==> config.mk <==
export PLATFORM = sky130hd
export DESIGN_NAME = field_toggle_output_sequencer
export DESIGN_NICKNAME = d
export VERILOG_FILES = /design/src/hw/gpo_seq_pkg.sv /design/src/hw/field_toggle_output_sequencer.sv /design/src/hw/toggle_output.sv
export SDC_FILE = /design/constraint.sdc
export NUM_CORES = 1
export LEC_CHECK = 0
export BUFFER_PORTS_ARGS = -buffer_cell sky130_fd_sc_hd__buf_2
export CAP_MARGIN = 20
export CORE_UTILIZATION = 40
export CTS_BUF_LIST = sky130_fd_sc_hd__clkbuf_8
export DETAILED_ROUTE_END_ITERATION = 8
export GPL_TIMING_DRIVEN = 0
export MAX_ROUTING_LAYER = met4
export PLACE_DENSITY = 0.61
export SETUP_SLACK_MARGIN = 0.02
export SYNTH_ARGS = -nofsm -noshare
export SYNTH_HDL_FRONTEND = slang
export SYNTH_SLANG_ARGS = --single-unit
==> constraint.sdc <==
create_clock -name sys_clk -period 4.2 [get_ports sys_clk]
set_clock_uncertainty 0.2 [all_clocks]
set_input_delay 1.26 -clock sys_clk [delete_from_list [all_inputs] [get_ports sys_clk]]
set_output_delay 1.26 -clock sys_clk [all_outputs]
set_load 0.03 [all_outputs]
==> src/hw/gpo_seq_pkg.sv <==
// Purpose: Constants and types for the field toggle output sequencer.
// Assumes: One pixel clock domain, registers over a plain strobe port.
// Notes: Operation
package gpo_seq_pkg;
   // Register addresses
   localparam logic [7:0] ADDR_TRIGGER = 8'h50;
   localparam logic [7:0] ADDR_COUNTER = 8'h51;
   localparam logic [7:0] ADDR_PROTOCOL = 8'h52;
   localparam logic [7:0] ADDR_TOG_BASE = 8'h54;
   localparam logic [7:0] ADDR_TOG_LAST = 8'h59;
   localparam logic [7:0] ADDR_STATUS = 8'h5A;
   // Counter register fields
   localparam int MAX_LSB = 0;
   localparam int DELAY_LSB = 4;
   // Protocol register fields
   localparam int PROT1_LSB = 0;
   localparam int PROT2_LSB = 2;
   localparam int SEL_LUT_LSB = 8;
   localparam int LUT_LSB = 10;
   // Toggle word fields
   localparam int PIX_LSB = 0;
   localparam int LINE_LSB = 13;
   localparam int FIELD_LSB = 26;
   // Reset values
   localparam logic [31:0] PROTOCOL_RST = 32'h0000_0000;
   localparam logic [31:0] TOGGLE_RST = 32'h0000_0000;
   localparam logic [7:0] COUNTER_RST = 8'h00;
   // Primary counter action codes
   localparam logic [2:0] ACT_IDLE = 3'h0;
   localparam logic [2:0] ACT_SINGLE = 3'h1;
   localparam logic [2:0] ACT_WRAP = 3'h2;
   localparam logic [2:0] ACT_DELAYED = 3'h3;
   localparam logic [2:0] ACT_FORCE_IDLE = 3'h7;

   // Output protocol selector
   typedef enum logic [1:0] {
      PROT_IDLE = 2'b00,
      PROT_MANUAL = 2'b01,
      PROT_LINKED = 2'b10,
      PROT_REPEAT = 2'b11
   } protocol_e;

   // Primary counter state
   typedef enum logic [1:0] {
      CNT_IDLE = 2'b00,
      CNT_DELAY = 2'b01,
      CNT_RUN = 2'b10
   } counter_e;

   // One toggle position
   typedef struct packed {
      logic [3:0] field;
      logic [12:0] line;
      logic [12:0] pixel;
   } toggle_s;

   // Field timing shared with toggle units
   typedef struct packed {
      logic [12:0] line;
      logic [12:0] pixel;
      logic [3:0] field;
      logic field_start;
   } position_s;
endpackage

==> src/hw/field_toggle_output_sequencer.sv <==
// Purpose: Two field-placed output waveforms with a pair logic table.
// Assumes: Vertical sync and line sync are synchronous to sys_clk.
// Notes: Line sync falling edge restarts the pixel count.
`timescale 1ns/100ps
`default_nettype none
module field_toggle_output_sequencer (
   input wire logic sys_clk,
   input wire logic rst,
   input wire logic clk_en,
   input wire logic vertical_sync,
   input wire logic line_sync,
   input wire logic [7:0] reg_addr,
   input wire logic [31:0] reg_wdata,
   input wire logic reg_wr,
   input wire logic reg_rd,
   output logic [31:0] reg_rdata,
   output logic general_output_one,
   output logic general_output_two
);
   // Software registers
   logic [2:0] trigger_reg;
   logic [7:0] counter_cfg_reg;
   logic [31:0] protocol_reg;
   gpo_seq_pkg::toggle_s tog_reg [0:5];
   // Field timing
   logic vsync_d_reg;
   logic hsync_d_reg;
   logic [12:0] line_reg;
   logic [12:0] pixel_reg;
   // Primary counter
   gpo_seq_pkg::counter_e cnt_state_reg;
   gpo_seq_pkg::counter_e cnt_state_next;
   logic [3:0] field_cnt_reg;
   logic [3:0] field_cnt_next;
   logic [3:0] delay_cnt_reg;
   logic [3:0] delay_cnt_next;
   logic wrap_reg;
   logic wrap_next;
   // Decode and selection
   wire field_start;
   wire line_start;
   wire [3:0] cnt_max;
   wire [3:0] cnt_delay;
   wire [3:0] pair_logic_table;
   wire [1:0] sel_table;
   wire wave_one;
   wire wave_two;
   wire table_out;
   wire wr_tog;
   wire [2:0] tog_idx;
   wire [7:0] tog_off;
   wire gpo_seq_pkg::position_s pos;
   wire gpo_seq_pkg::protocol_e output_one_sequence_select;
   wire gpo_seq_pkg::protocol_e output_two_sequence_select;
   wire [31:0] rd_mux;
   wire [31:0] tog_word;

   assign field_start = vsync_d_reg && !vertical_sync;
   assign line_start = hsync_d_reg && !line_sync;
   assign cnt_max = counter_cfg_reg[gpo_seq_pkg::MAX_LSB +: 4];
   assign cnt_delay = counter_cfg_reg[gpo_seq_pkg::DELAY_LSB +: 4];
   assign pair_logic_table = protocol_reg[gpo_seq_pkg::LUT_LSB +: 4];
   assign sel_table = protocol_reg[gpo_seq_pkg::SEL_LUT_LSB +: 2];
   assign output_one_sequence_select =
      gpo_seq_pkg::protocol_e'(protocol_reg[gpo_seq_pkg::PROT1_LSB +: 2]);
   assign output_two_sequence_select =
      gpo_seq_pkg::protocol_e'(protocol_reg[gpo_seq_pkg::PROT2_LSB +: 2]);
   assign pos = '{line: line_reg, pixel: pixel_reg, field: field_cnt_reg,
                  field_start: field_start};
   assign tog_off = reg_addr - gpo_seq_pkg::ADDR_TOG_BASE;
   assign tog_idx = tog_off[2:0];
   assign wr_tog = reg_wr && reg_addr >= gpo_seq_pkg::ADDR_TOG_BASE &&
                   reg_addr <= gpo_seq_pkg::ADDR_TOG_LAST;
   assign tog_word = (reg_addr >= gpo_seq_pkg::ADDR_TOG_BASE &&
                      reg_addr <= gpo_seq_pkg::ADDR_TOG_LAST) ?
                     {2'b00, tog_reg[tog_idx]} : 32'h0000_0000;

   assign table_out = pair_logic_table[{wave_two, wave_one}];

   // Read selection, unmapped reads zero
   assign rd_mux =
      (reg_addr == gpo_seq_pkg::ADDR_TRIGGER) ? {29'd0, trigger_reg} :
      (reg_addr == gpo_seq_pkg::ADDR_COUNTER) ? {24'd0, counter_cfg_reg} :
      (reg_addr == gpo_seq_pkg::ADDR_PROTOCOL) ? protocol_reg :
      (reg_addr == gpo_seq_pkg::ADDR_STATUS) ?
         {22'd0, wave_two, wave_one, field_cnt_reg, cnt_state_reg,
          wrap_reg, 1'b0} :
      tog_word;

   // Register writes and read data
   always_ff @(posedge sys_clk) begin
      if (rst) begin
         trigger_reg <= gpo_seq_pkg::ACT_IDLE;
         counter_cfg_reg <= gpo_seq_pkg::COUNTER_RST;
         protocol_reg <= gpo_seq_pkg::PROTOCOL_RST;
         reg_rdata <= 32'h0000_0000;
         for (int i = 0; i < 6; i++) begin
            tog_reg[i] <= gpo_seq_pkg::toggle_s'(gpo_seq_pkg::TOGGLE_RST);
         end
      end else if (clk_en) begin
         if (field_start) begin
            trigger_reg <= gpo_seq_pkg::ACT_IDLE;
         end else if (reg_wr && reg_addr == gpo_seq_pkg::ADDR_TRIGGER) begin
            trigger_reg <= reg_wdata[2:0];
         end
         if (reg_wr && reg_addr == gpo_seq_pkg::ADDR_COUNTER) begin
            counter_cfg_reg <= reg_wdata[7:0];
         end
         if (reg_wr && reg_addr == gpo_seq_pkg::ADDR_PROTOCOL) begin
            protocol_reg <= {18'd0, reg_wdata[13:0]};
         end
         if (wr_tog) begin
            tog_reg[tog_idx] <= reg_wdata[29:0];
         end
         reg_rdata <= reg_rd ? rd_mux : 32'h0000_0000;
      end
   end

   // Line and pixel position counters
   always_ff @(posedge sys_clk) begin
      if (rst) begin
         vsync_d_reg <= 1'b1;
         hsync_d_reg <= 1'b1;
         line_reg <= 13'h0000;
         pixel_reg <= 13'h0000;
      end else if (clk_en) begin
         vsync_d_reg <= vertical_sync;
         hsync_d_reg <= line_sync;
         if (field_start) begin
            line_reg <= 13'h0000;
            pixel_reg <= 13'h0000;
         end else if (line_start) begin
            line_reg <= line_reg + 13'h0001;
            pixel_reg <= 13'h0000;
         end else begin
            pixel_reg <= pixel_reg + 13'h0001;
         end
      end
   end

   // Primary field counter, stepped at boundaries
   always_comb begin
      cnt_state_next = cnt_state_reg;
      field_cnt_next = field_cnt_reg;
      delay_cnt_next = delay_cnt_reg;
      wrap_next = wrap_reg;
      if (field_start) begin
         case (cnt_state_reg)
            gpo_seq_pkg::CNT_RUN: begin
               if (field_cnt_reg >= cnt_max) begin
                  if (wrap_reg) begin
                     field_cnt_next = 4'h1;
                  end else begin
                     cnt_state_next = gpo_seq_pkg::CNT_IDLE;
                     field_cnt_next = 4'h0;
                  end
               end else begin
                  field_cnt_next = field_cnt_reg + 4'h1;
               end
            end
            gpo_seq_pkg::CNT_DELAY: begin
               if (delay_cnt_reg == 4'h0) begin
                  cnt_state_next = gpo_seq_pkg::CNT_RUN;
                  field_cnt_next = 4'h1;
               end else begin
                  delay_cnt_next = delay_cnt_reg - 4'h1;
               end
            end
            default: begin
               field_cnt_next = 4'h0;
            end
         endcase
         // Trigger acts at boundary, ahead of counting
         case (trigger_reg)
            gpo_seq_pkg::ACT_SINGLE: begin
               cnt_state_next = gpo_seq_pkg::CNT_RUN;
               field_cnt_next = 4'h1;
               wrap_next = 1'b0;
            end
            gpo_seq_pkg::ACT_WRAP: begin
               cnt_state_next = gpo_seq_pkg::CNT_RUN;
               field_cnt_next = 4'h1;
               wrap_next = 1'b1;
            end
            gpo_seq_pkg::ACT_DELAYED: begin
               // Delay of zero starts running at this boundary
               cnt_state_next = gpo_seq_pkg::CNT_DELAY;
               delay_cnt_next = cnt_delay - 4'h1;
               field_cnt_next = 4'h0;
               wrap_next = 1'b0;
               if (cnt_delay == 4'h0) begin
                  cnt_state_next = gpo_seq_pkg::CNT_RUN;
                  field_cnt_next = 4'h1;
               end
            end
            gpo_seq_pkg::ACT_FORCE_IDLE: begin
               cnt_state_next = gpo_seq_pkg::CNT_IDLE;
               field_cnt_next = 4'h0;
               wrap_next = 1'b0;
            end
            default: begin
            end
         endcase
      end
   end

   // Counter state registers
   always_ff @(posedge sys_clk) begin
      if (rst) begin
         cnt_state_reg <= gpo_seq_pkg::CNT_IDLE;
         field_cnt_reg <= 4'h0;
         delay_cnt_reg <= 4'h0;
         wrap_reg <= 1'b0;
      end else if (clk_en) begin
         cnt_state_reg <= cnt_state_next;
         field_cnt_reg <= field_cnt_next;
         delay_cnt_reg <= delay_cnt_next;
         wrap_reg <= wrap_next;
      end
   end

   // Output one toggle unit
   toggle_output u_out_one (
      .sys_clk(sys_clk),
      .rst(rst),
      .clk_en(clk_en),
      .pos(pos),
      .sel(output_one_sequence_select),
      .counter_running(cnt_state_reg == gpo_seq_pkg::CNT_RUN),
      .tog_a(tog_reg[0]),
      .tog_b(tog_reg[1]),
      .wave(wave_one)
   );

   // Output two toggle unit
   toggle_output u_out_two (
      .sys_clk(sys_clk),
      .rst(rst),
      .clk_en(clk_en),
      .pos(pos),
      .sel(output_two_sequence_select),
      .counter_running(cnt_state_reg == gpo_seq_pkg::CNT_RUN),
      .tog_a(tog_reg[2]),
      .tog_b(tog_reg[3]),
      .wave(wave_two)
   );

   // Output pins registered
   always_ff @(posedge sys_clk) begin
      if (rst) begin
         general_output_one <= 1'b0;
         general_output_two <= 1'b0;
      end else if (clk_en) begin
         general_output_one <= sel_table[0] ? table_out : wave_one;
         general_output_two <= sel_table[1] ? table_out : wave_two;
      end
   end
endmodule // field_toggle_output_sequencer
`default_nettype wire

==> src/hw/toggle_output.sv <==
// Purpose: One general output waveform with two toggle points.
// Assumes: Position and field start come from the sequencer.
// Notes: Protocol armed at a field boundary, so selector changes act a field late.
`timescale 1ns/100ps
`default_nettype none
module toggle_output (
   input wire logic sys_clk,
   input wire logic rst,
   input wire logic clk_en,
   input wire gpo_seq_pkg::position_s pos,
   input wire gpo_seq_pkg::protocol_e sel,
   input wire logic counter_running,
   input wire gpo_seq_pkg::toggle_s tog_a,
   input wire gpo_seq_pkg::toggle_s tog_b,
   output logic wave
);
   // Protocol as latched at the last field boundary
   gpo_seq_pkg::protocol_e active_reg;
   // Set once idle has stood for a whole field
   logic rearm_ok_reg;
   // Field gating per protocol
   wire field_ok;
   wire hit_a;
   wire hit_b;
   wire fire;

   assign hit_a = pos.line == tog_a.line && pos.pixel == tog_a.pixel &&
                  (active_reg == gpo_seq_pkg::PROT_MANUAL ||
                   tog_a.field == pos.field);
   assign hit_b = pos.line == tog_b.line && pos.pixel == tog_b.pixel &&
                  (active_reg == gpo_seq_pkg::PROT_MANUAL ||
                   tog_b.field == pos.field);
   assign field_ok = active_reg == gpo_seq_pkg::PROT_MANUAL ||
                     ((active_reg == gpo_seq_pkg::PROT_LINKED ||
                       active_reg == gpo_seq_pkg::PROT_REPEAT) &&
                      counter_running);
   // Both toggles at one point cancel out
   assign fire = field_ok && (hit_a ^ hit_b);

   // Protocol latch and waveform
   always_ff @(posedge sys_clk) begin
      if (rst) begin
         active_reg <= gpo_seq_pkg::PROT_IDLE;
         rearm_ok_reg <= 1'b1;
         wave <= 1'b0;
      end else if (clk_en) begin
         if (pos.field_start) begin
            if (sel == gpo_seq_pkg::PROT_IDLE) begin
               active_reg <= gpo_seq_pkg::PROT_IDLE;
               rearm_ok_reg <= active_reg == gpo_seq_pkg::PROT_IDLE;
               wave <= 1'b0;
            end else if (active_reg != gpo_seq_pkg::PROT_IDLE ||
                         rearm_ok_reg) begin
               active_reg <= sel;
            end
         end else if (fire) begin
            wave <= ~wave;
         end
      end
   end
endmodule // toggle_output
`default_nettype wire
---- After elaboration in Yosys (flattened, before gate mapping) ----
Memory sizes are Yosys's and may differ from the RTL's.
Cells that the tools add are included.
word-level totals
  bits in registers ....................... 106
  RAM bits ................................ 180
  input bits .............................. 47
  output and inout port bits .............. 34
  logic and storage cells ................. 186
  memories ................................ 1
memory list
  memory   words  bits a word  rd ports  clocked after memory_dff  write ports  RTL line                             text
  tog_reg  6      30           5         0                         6            field_toggle_output_sequencer.sv:24  gpo_seq_pkg::toggle_s tog_reg [0:5];
operators by class
  add/subtract/negate cells ............... 6
  $lt $le $gt $ge ......................... 4
  equal/unequal tests ..................... 34
  multiplexer cells ....................... 51
  bitwise logic cells ..................... 4
  reductions and logical operators ........ 66
operator list
  kind                     count
  $mux W30                 7
  $eq A13 B13 Y1           8
  $mux W13                 4
  $eq A8 B7 Y1 const B     4
  $reduce_or A30 Y1        1
  $add A13 B1 Y13 const B  2
  $reduce_and A3 Y1        8
  $logic_and A1 B1 Y1      20
  $mux W4                  5
  $reduce_bool A2 Y1       10
  $mux W1                  18
  $eq A4 B4 Y1             4
  $mux W2                  8
  $ne A5 B5 Y1 const B     3
  $pmux W4 S3              1
  $eq A2 B2 Y1 const B     5
  $logic_or A1 B1 Y1       10
  $mux W3                  3
  $ge A8 B7 Y1 const B     1
  $le A8 B7 Y1 const B     1
  $logic_not A2 Y1         4
  $logic_not A4 Y1         2
  $pmux W4 S2              1
  $reduce_and A2 Y1        4
  22 further kinds         31

---- Depth between registers and ports, before layout ----
Gate-level depths: netlist (run 1).
  depth after elaboration ................. 9
  mapped depth ............................ 10
  gate-level depth less buffers ........... 9

---- Cells and area by module ----
From an unflattened synthesis (run 1), not the netlist that was laid out.
second synthesis, totals
  cells, all modules ...................... 1,304
  area, all modules ....................... 16,535.9 sq um
modules (own cells, without submodules)
  module                         instances  cells an instance  area an instance (sq um)  sequential area each (sq um)
  field_toggle_output_sequencer  1          1,090              14,774.2                  9,038.7
  toggle_output                  2          107                880.8                     80.1

---- Worst setup path after synthesis (run 1) ----
Ideal clock, no wire load.
  path type ............................... in2reg
  start point ............................. in reg_addr[0]
  end point ............................... mem tog_reg[4][0] in the netlist's numbering, enable pin
  setup time .............................. 0.386 ns
  arrival ................................. 3.022 ns
  required time ........................... 3.614 ns
  setup slack ............................. 0.592 ns
  stages on the path ...................... 6
  buffers on the path ..................... 4
  cell sequence ........................... buf_2 -> buf_2 -> buf_4 -> nor3_1 -> clkbuf_1 -> a21o_1
RTL lines
  item                RTL line                             text
  start: declaration  field_toggle_output_sequencer.sv:12  input wire logic [7:0] reg_addr,
  end: declaration    field_toggle_output_sequencer.sv:24

==> impl_metrics.tcl, run 1 <==
set metrics [dict create \
    synth_compound_area_frac 0.0641 \
    cp.required_ns 4.25 \
    syn2layout_area_growth_pct 14.3 \
    outcome "finished clean" \
    synth_top_family_by_area "simple AND/OR/NAND/NOR gates" \
    root_buffer "clkbuf_8" \
    drtAntennaViolNets 0 \
    row_count 74 \
    grt_pass1_vias 11300 \
    insertion_delay_ns 0.65 \
    dieArea_sq_um 42300 \
    io_buffers 75 \
    first_pass_iters 5 \
    post_drt_via_cell_ratio 5.42 \
    initial_core_util 0.406 \
    cellPowerDensity_nw_per_um2 378 \
    r2r_slack_ns 0.94 \
    synth_fa_ha_area_frac 0.00754 \
    switching_share 0.249 \
    path_buf_inv 1 \
    grt_max_degree 31 \
    final.setup.tns_ns 0 \
    arrival_ns 4.16 \
    max_slew_margin 0.217 \
    p_leak_nw 6.90 \
    clkPwrFrac 0.390 \
    synth_xor_area_frac 0.0755 \
    cp-end-kind "register" \
    ctsHoldBuffers 0 \
    drive_gt1_frac 0.154 \
    crit_fanout 30 \
    antenna_found_initial 0 \
    route.detailed.drc 0 \
    synth-seq-cells 344 \
    combPwrFrac 0.077 \
    hold_viol_final 0 \
    layout.nets 1638 \
    first_iter_violations 953 \
    grt_usage 0.248 \
    grt_first_pass_wirelength_microns 73300 \
    postSynth.asyncResetShare 0 \
    numCtsBuffers 58 \
    gr-total-overflow 0 \
    clk_pin_slew_ns 0.06 \
    synth-simple-area-share 0.160 \
    finalCriticalPeriod_ns 4.11 \
    setup_violations 0 \
    seq_power_share 0.534 \
    rsz0062_at_grt "false" \
    dieHeight_microns 206 \
    intPower_mw 5.38 \
    ir_drop_v 0.000219 \
    p_total_mw 7.17 \
    largest_reg_flops 240 \
    cts_num_sinks 344 \
    cpLargestDelayFamily "simple AND/OR/NAND/NOR gates" \
    min_from "protocol_reg[4]$_SDFFE_PP0P_" \
    worst_pin_slew_ns 1.17 \
    htreeDepth 2 \
    period_share 0.979 \
    clockBufferDepth 3 \
    p_sw_mw 1.78 \
    rr_startpoint "field_cnt_reg[1]$_SDFFE_PP0P_" \
    synth_mux_area_frac 0.103 \
    slew_viol_final 0 \
    coreArea_sq_um 40900 \
    synth_ff_type "edfxtp_1" \
    synth_cell_types 59 \
    ys_seq_area_frac 0.560 \
    worstPathCellList "buf_2, a21oi_1, nand3b_1, a21o_1, nor3_4, nand2_2, nor3b_2, or2_2" \
    slowest_delay_ns 0.80 \
    die_w_microns 206 \
    synth_area_sq_um 16600 \
    max_cap_viol_count 0 \
    startpoint_type "input pin" \
    critPathLaunch "reg_addr[6]" \
    pin_count 81 \
    synthCells 1383 \
    synth_warnings 0 \
    dr_total_vias 11700 \
    postSynthAreaPerCell_sq_um 12.0 \
    hold_class "reg2reg" \
    cts_tree "done" \
    hpwl_microns 36400 \
    critPathSlowestCell "or2_2" \
    place_congestion 0.941 \
    path_class "in2reg" \
    synth-edff-count 240 \
    fmax_mhz 243 \
    wl_per_cell_microns 23.0 \
    drt_wl_total_microns 49700 \
]
metal layers:
metal / wire, microns / global-route usage / part of all wire / up-vias
li1: - / - / - / 5339
met1: 21900 / 0.333 / 0.44 / 5886
met2: 23500 / 0.385 / 0.47 / 389
met3: 2630 / 0.0323 / 0.053 / 96
met4: 1620 / 0.0878 / 0.033 / 0
met5: 0 / - / 0 / -
worst reg2reg max path, stage by stage, from the launching register on:
cell      delay [ns]
dfxtp_1         0.35
clkbuf_1        0.50
xor2_1          0.15
o41ai_1         0.85
nand3_1         0.20
xor2_1          0.27
a21boi_0        0.27
mux2_2          0.36
Yosys cell counts, drive strengths merged (2+ instances only):
cell / n / share of area
a21o: 6 / 0.0027
nor2b: 8 / 0.0030
ha: 10 / 0.0075
o21ai: 28 / 0.0084
a311oi: 2 / 0.0011
mux2: 2 / 0.0014
a21oi: 67 / 0.020
o41ai: 5 / 0.0026
a22oi: 23 / 0.010
o41a: 2 / 0.0014
a31oi: 4 / 0.0015
mux2i: 32 / 0.019
clkbuf: 76 / 0.018
xor2: 32 / 0.017
edfxtp: 240 / 0.43
or3: 5 / 0.0019
a211oi: 11 / 0.0050
dfxtp: 104 / 0.13
o211ai: 7 / 0.0032
xnor2: 111 / 0.059
or2: 5 / 0.0019
nand2: 67 / 0.015
buf: 28 / 0.0087
a21boi: 2 / 0.00090
nor3: 24 / 0.0082
nand2b: 9 / 0.0034
inv: 12 / 0.0027
nand4: 35 / 0.013
a211o: 4 / 0.0021
nor4: 4 / 0.0015
nor2: 131 / 0.030
mux4: 61 / 0.083
and3: 36 / 0.014
a22o: 2 / 0.0011
and2: 151 / 0.057
o21a: 2 / 0.00090
nand3: 23 / 0.0069
kinds of logic after synthesis:
group                      Yosys count
buffers and inverters              116
DFF                                344
xor gates and xnor gates           143
other                                1
and+or+nand+nor                    504
AOI/OAI and AO/OA                  170
adders and majority gates           10
muxes                               95
power by group through the flow:
stage / logic [mW] / clock network, mW / registers, mW
6_report: 0.551 / 2.79 / 3.82
3_5_place_dp: 0.548 / 0 / 3.90
4_1_cts: 0.550 / 2.86 / 3.82
5_1_grt: 0.584 / 2.98 / 3.84
3_3_place_gp: 0.542 / 0 / 3.89
2_1_floorplan: 0.330 / 0 / 3.87
final timing paths:
check / to / cells after the start
worst max-delay path: tog_reg[1][18]$_SDFFCE_PN0P_ / 8
worst min-delay path: protocol_reg[4]$_SDFFE_PP0P_ / 2
worst min register to register: protocol_reg[4]$_SDFFE_PP0P_ / 2
worst max register to register: u_out_one.wave$_SDFFE_PP0P_ / 7
cell usage in the layout (no fill, tap or decap), types with 26 or more instances in the layout:
| cell | n |
|---|---|
| and2_1 | 151 |
| nand2_1 | 66 |
| and3_1 | 36 |
| a21oi_1 | 67 |
| mux4_2 | 61 |
| o21ai_0 | 26 |
| clkbuf_1 | 67 |
| mux2i_1 | 32 |
| conb_1 | 62 |
| xnor2_1 | 111 |
| edfxtp_1 | 240 |
| inv_1 | 46 |
| dfxtp_1 | 104 |
| clkbuf_8 | 63 |
| buf_2 | 91 |
| xor2_1 | 32 |
| nor2_1 | 129 |
| nand4_1 | 35 |
timing repair:
action                     4_1_cts  5_1_grt
resized for setup                0        1
setup endpoints to repair        0       30
buffers inserted                 0        0
per-stage QoR:
stage          cell area (sq um)   util  hold slack (ns)  std cells  setup slack (ns)
2_1_floorplan              16800      -            0.236       1444             0.592
3_3_place_gp               17900  0.437            0.243       2051             -1.22
3_5_place_dp               17900  0.438            0.249       2053            -0.653
4_1_cts                    19000  0.464            0.257       2159            0.0350
5_1_grt                    19000  0.464            0.269       2159            0.0849
6_report                   19000  0.464            0.256       2160            0.0899
area by class of cell:
class	count	area, sq um
antenna	1	2.50
buffer	104	440
clock buffer	63	867
clock inverter	43	194
fill	3810	21900
inverter	12	45.0
multi-input combinational	984	7060
sequential	344	9290
tap	532	666
timing repair buffer	77	415
Power figures use the tool's default switching activity.
==> inputs of run 2 (changes only) <==
--- a/config.mk
+++ b/config.mk
@@ -11,6 +11,7 @@
 export CTS_BUF_LIST = sky130_fd_sc_hd__clkbuf_8
 export DETAILED_ROUTE_END_ITERATION = 8
 export GPL_TIMING_DRIVEN = 0
+export HOLD_SLACK_MARGIN = 0.08
 export MAX_ROUTING_LAYER = met4
 export PLACE_DENSITY = 0.61
 export SETUP_SLACK_MARGIN = 0.02
==> constraint.sdc (replaced) <==
create_clock -name sys_clk -period 4.35 [get_ports sys_clk]
set_clock_uncertainty 0.2 [all_clocks]
set_input_delay 1.305 -clock sys_clk [delete_from_list [all_inputs] [get_ports sys_clk]]
set_output_delay 1.305 -clock sys_clk [all_outputs]
set_load 0.03 [all_outputs]
==> impl_metrics.tcl, run 2 (same netlist as run 1, synthesis figures left out) <==
set metrics [dict create \
    layout.nets 1638 \
    rr_startpoint "field_cnt_reg[1]$_SDFFE_PP0P_" \
    p_leak_nw 6.90 \
    final_area_sq_um 19000 \
    dpl_cell_area_sq_um 17900 \
    globalRouteMet3Util 0.0323 \
    drtAntennaViolNets 0 \
    cellPowerDensity_nw_per_um2 365 \
    multiInputGateArea_sq_um 7050 \
    max_cap_viol_count 0 \
    initial_core_util 0.406 \
    slew_viol_final 0 \
    pin_count 81 \
    outcome "finished clean" \
    cts_num_sinks 344 \
    dieArea_sq_um 42300 \
    seqCellArea_sq_um 9290 \
    post_cts_buffers 0 \
    critPathSlowestCell "or2_2" \
    critPathLaunch "reg_addr[6]" \
    arrival_ns 4.34 \
    cts_tree "done" \
    hpwl_microns 36400 \
    slowest_delay_ns 0.82 \
    finalCriticalPeriod_ns 4.28 \
    first_iter_violations 936 \
    syn2layout_area_growth_pct 14.3 \
    dr_total_vias 11700 \
    grt_first_pass_wirelength_microns 73300 \
    path_class "in2reg" \
    route.detailed.drc 0 \
    ir_drop_v 0.000211 \
    setup_violations 0 \
    use_met1 0.333 \
    largest_reg_flops 240 \
    period_share 0.985 \
    post_drt_via_cell_ratio 5.43 \
    ctsResizeCount 0 \
    clk_pin_slew_ns 0.06 \
    numCtsBuffers 58 \
    root_buffer "clkbuf_8" \
    final_common_cell "edfxtp_1" \
    holdWs_ns 0.257 \
    clockBufferDepth 3 \
    max_slew_margin 0.217 \
    cpLargestDelayFamily "simple AND/OR/NAND/NOR gates" \
    die_w_microns 206 \
    first_pass_iters 5 \
    drt_wl_total_microns 49700 \
    grt_usage 0.248 \
    ctsHoldBuffers 0 \
    rsz0062_at_grt "false" \
    antenna_found_initial 0 \
    wl_per_cell_microns 23.0 \
    place_congestion 0.941 \
    hold_class "reg2reg" \
    hold_viol_final 0 \
    dieHeight_microns 206 \
    gr-usage-met2 0.385 \
    row_count 74 \
    htreeDepth 2 \
    worst_pin_slew_ns 1.17 \
    fillers 3811 \
    final_core_util 0.464 \
    grt_pass1_vias 11300 \
    io_buffers 75 \
    worstPathCellList "buf_2, a21oi_1, nand3b_1, a21o_1, nor3_4, nand2_2, nor2_1, or2_2" \
    coreArea_sq_um 40900 \
    cp.required_ns 4.40 \
    cp-end-kind "register" \
    path_buf_inv 1 \
    final.setup.tns_ns 0 \
    crit_fanout 30 \
    gr-total-overflow 0 \
    min_from "reg_rdata[2]$_SDFFE_PP0P_" \
    grt_max_degree 31 \
    startpoint_type "input pin" \
    drive_gt1_frac 0.154 \
    insertion_delay_ns 0.65 \
    final_cell_mix "240 x edfxtp_1, 151 x and2_1, 129 x nor2_1" \
    busiest_layer "met2" \
    fmax_mhz 233 \
]
-- run 2: cell count changes in the layout (fill, tap and decap cells not counted) --
| cell | previous run | this run |
|---|---|---|
| or2_2 | 3 | 4 |
| or2_4 | 1 | 0 |
-- run 2: worst reg2reg max path, stage by stage (launching register included) --
cell and delay [ns]:
dfxtp_1 0.35, clkbuf_1 0.50, xor2_1 0.15, o41ai_1 0.84, nand3_1 0.20, xor2_1 0.27
a21boi_0 0.27, mux2_2 0.36
-- run 2: where the power goes --
| group | switching [mW] | internal (mW) | total [mW] | leakage, nW |
|---|---|---|---|---|
| Combinational | 0.331 | 0.201 | 0.532 | 3.12 |
| Sequential | 0.0716 | 3.62 | 3.69 | 3.12 |
| Clock | 1.32 | 1.38 | 2.70 | 0.664 |
| Total | 1.73 | 5.20 | 6.92 | 6.90 |
-- run 2: worst paths after layout --
kind              cells after the start  slack (ns)                           end
setup / recovery                      8        0.07  tog_reg[2][22]$_SDFFCE_PN0P_
hold / removal                        2        0.26     reg_rdata[2]$_SDFFE_PP0P_
setup reg to reg                      7        1.09   u_out_one.wave$_SDFFE_PP0P_
hold reg to reg                       2        0.26     reg_rdata[2]$_SDFFE_PP0P_
-- run 2: metrics by stage --
step / worst slack [ns] / power (mW) / cells
after CTS: 0.140 / 6.98 / 2159
after detailed placement: -0.548 / 4.29 / 2053
after global placement: -1.12 / 4.28 / 2051
after floorplan: 0.697 / 4.05 / 1444
final: 0.0657 / 6.92 / 2160
after global routing: 0.0681 / 7.15 / 2159
-- run 2: routing by layer --
metal / up-vias / wire (microns)
li1: 5336 / -
met1: 5898 / 21800
met2: 403 / 23600
met3: 96 / 2740
met4: 0 / 1570
met5: - / 0
-- run 2: cell type report --
| type | count | share of cell area |
|---|---|---|
| clock inverters | 43 | 0.0102 |
| flip-flops and latches | 344 | 0.490 |
| multi-input cells | 984 | 0.372 |
| repair buffers | 77 | 0.0219 |
| diodes | 1 | 0.000132 |
| clock buffers | 63 | 0.0457 |
| well taps | 532 | 0.0351 |
| plain buffers | 104 | 0.0232 |
| inverters | 12 | 0.00237 |
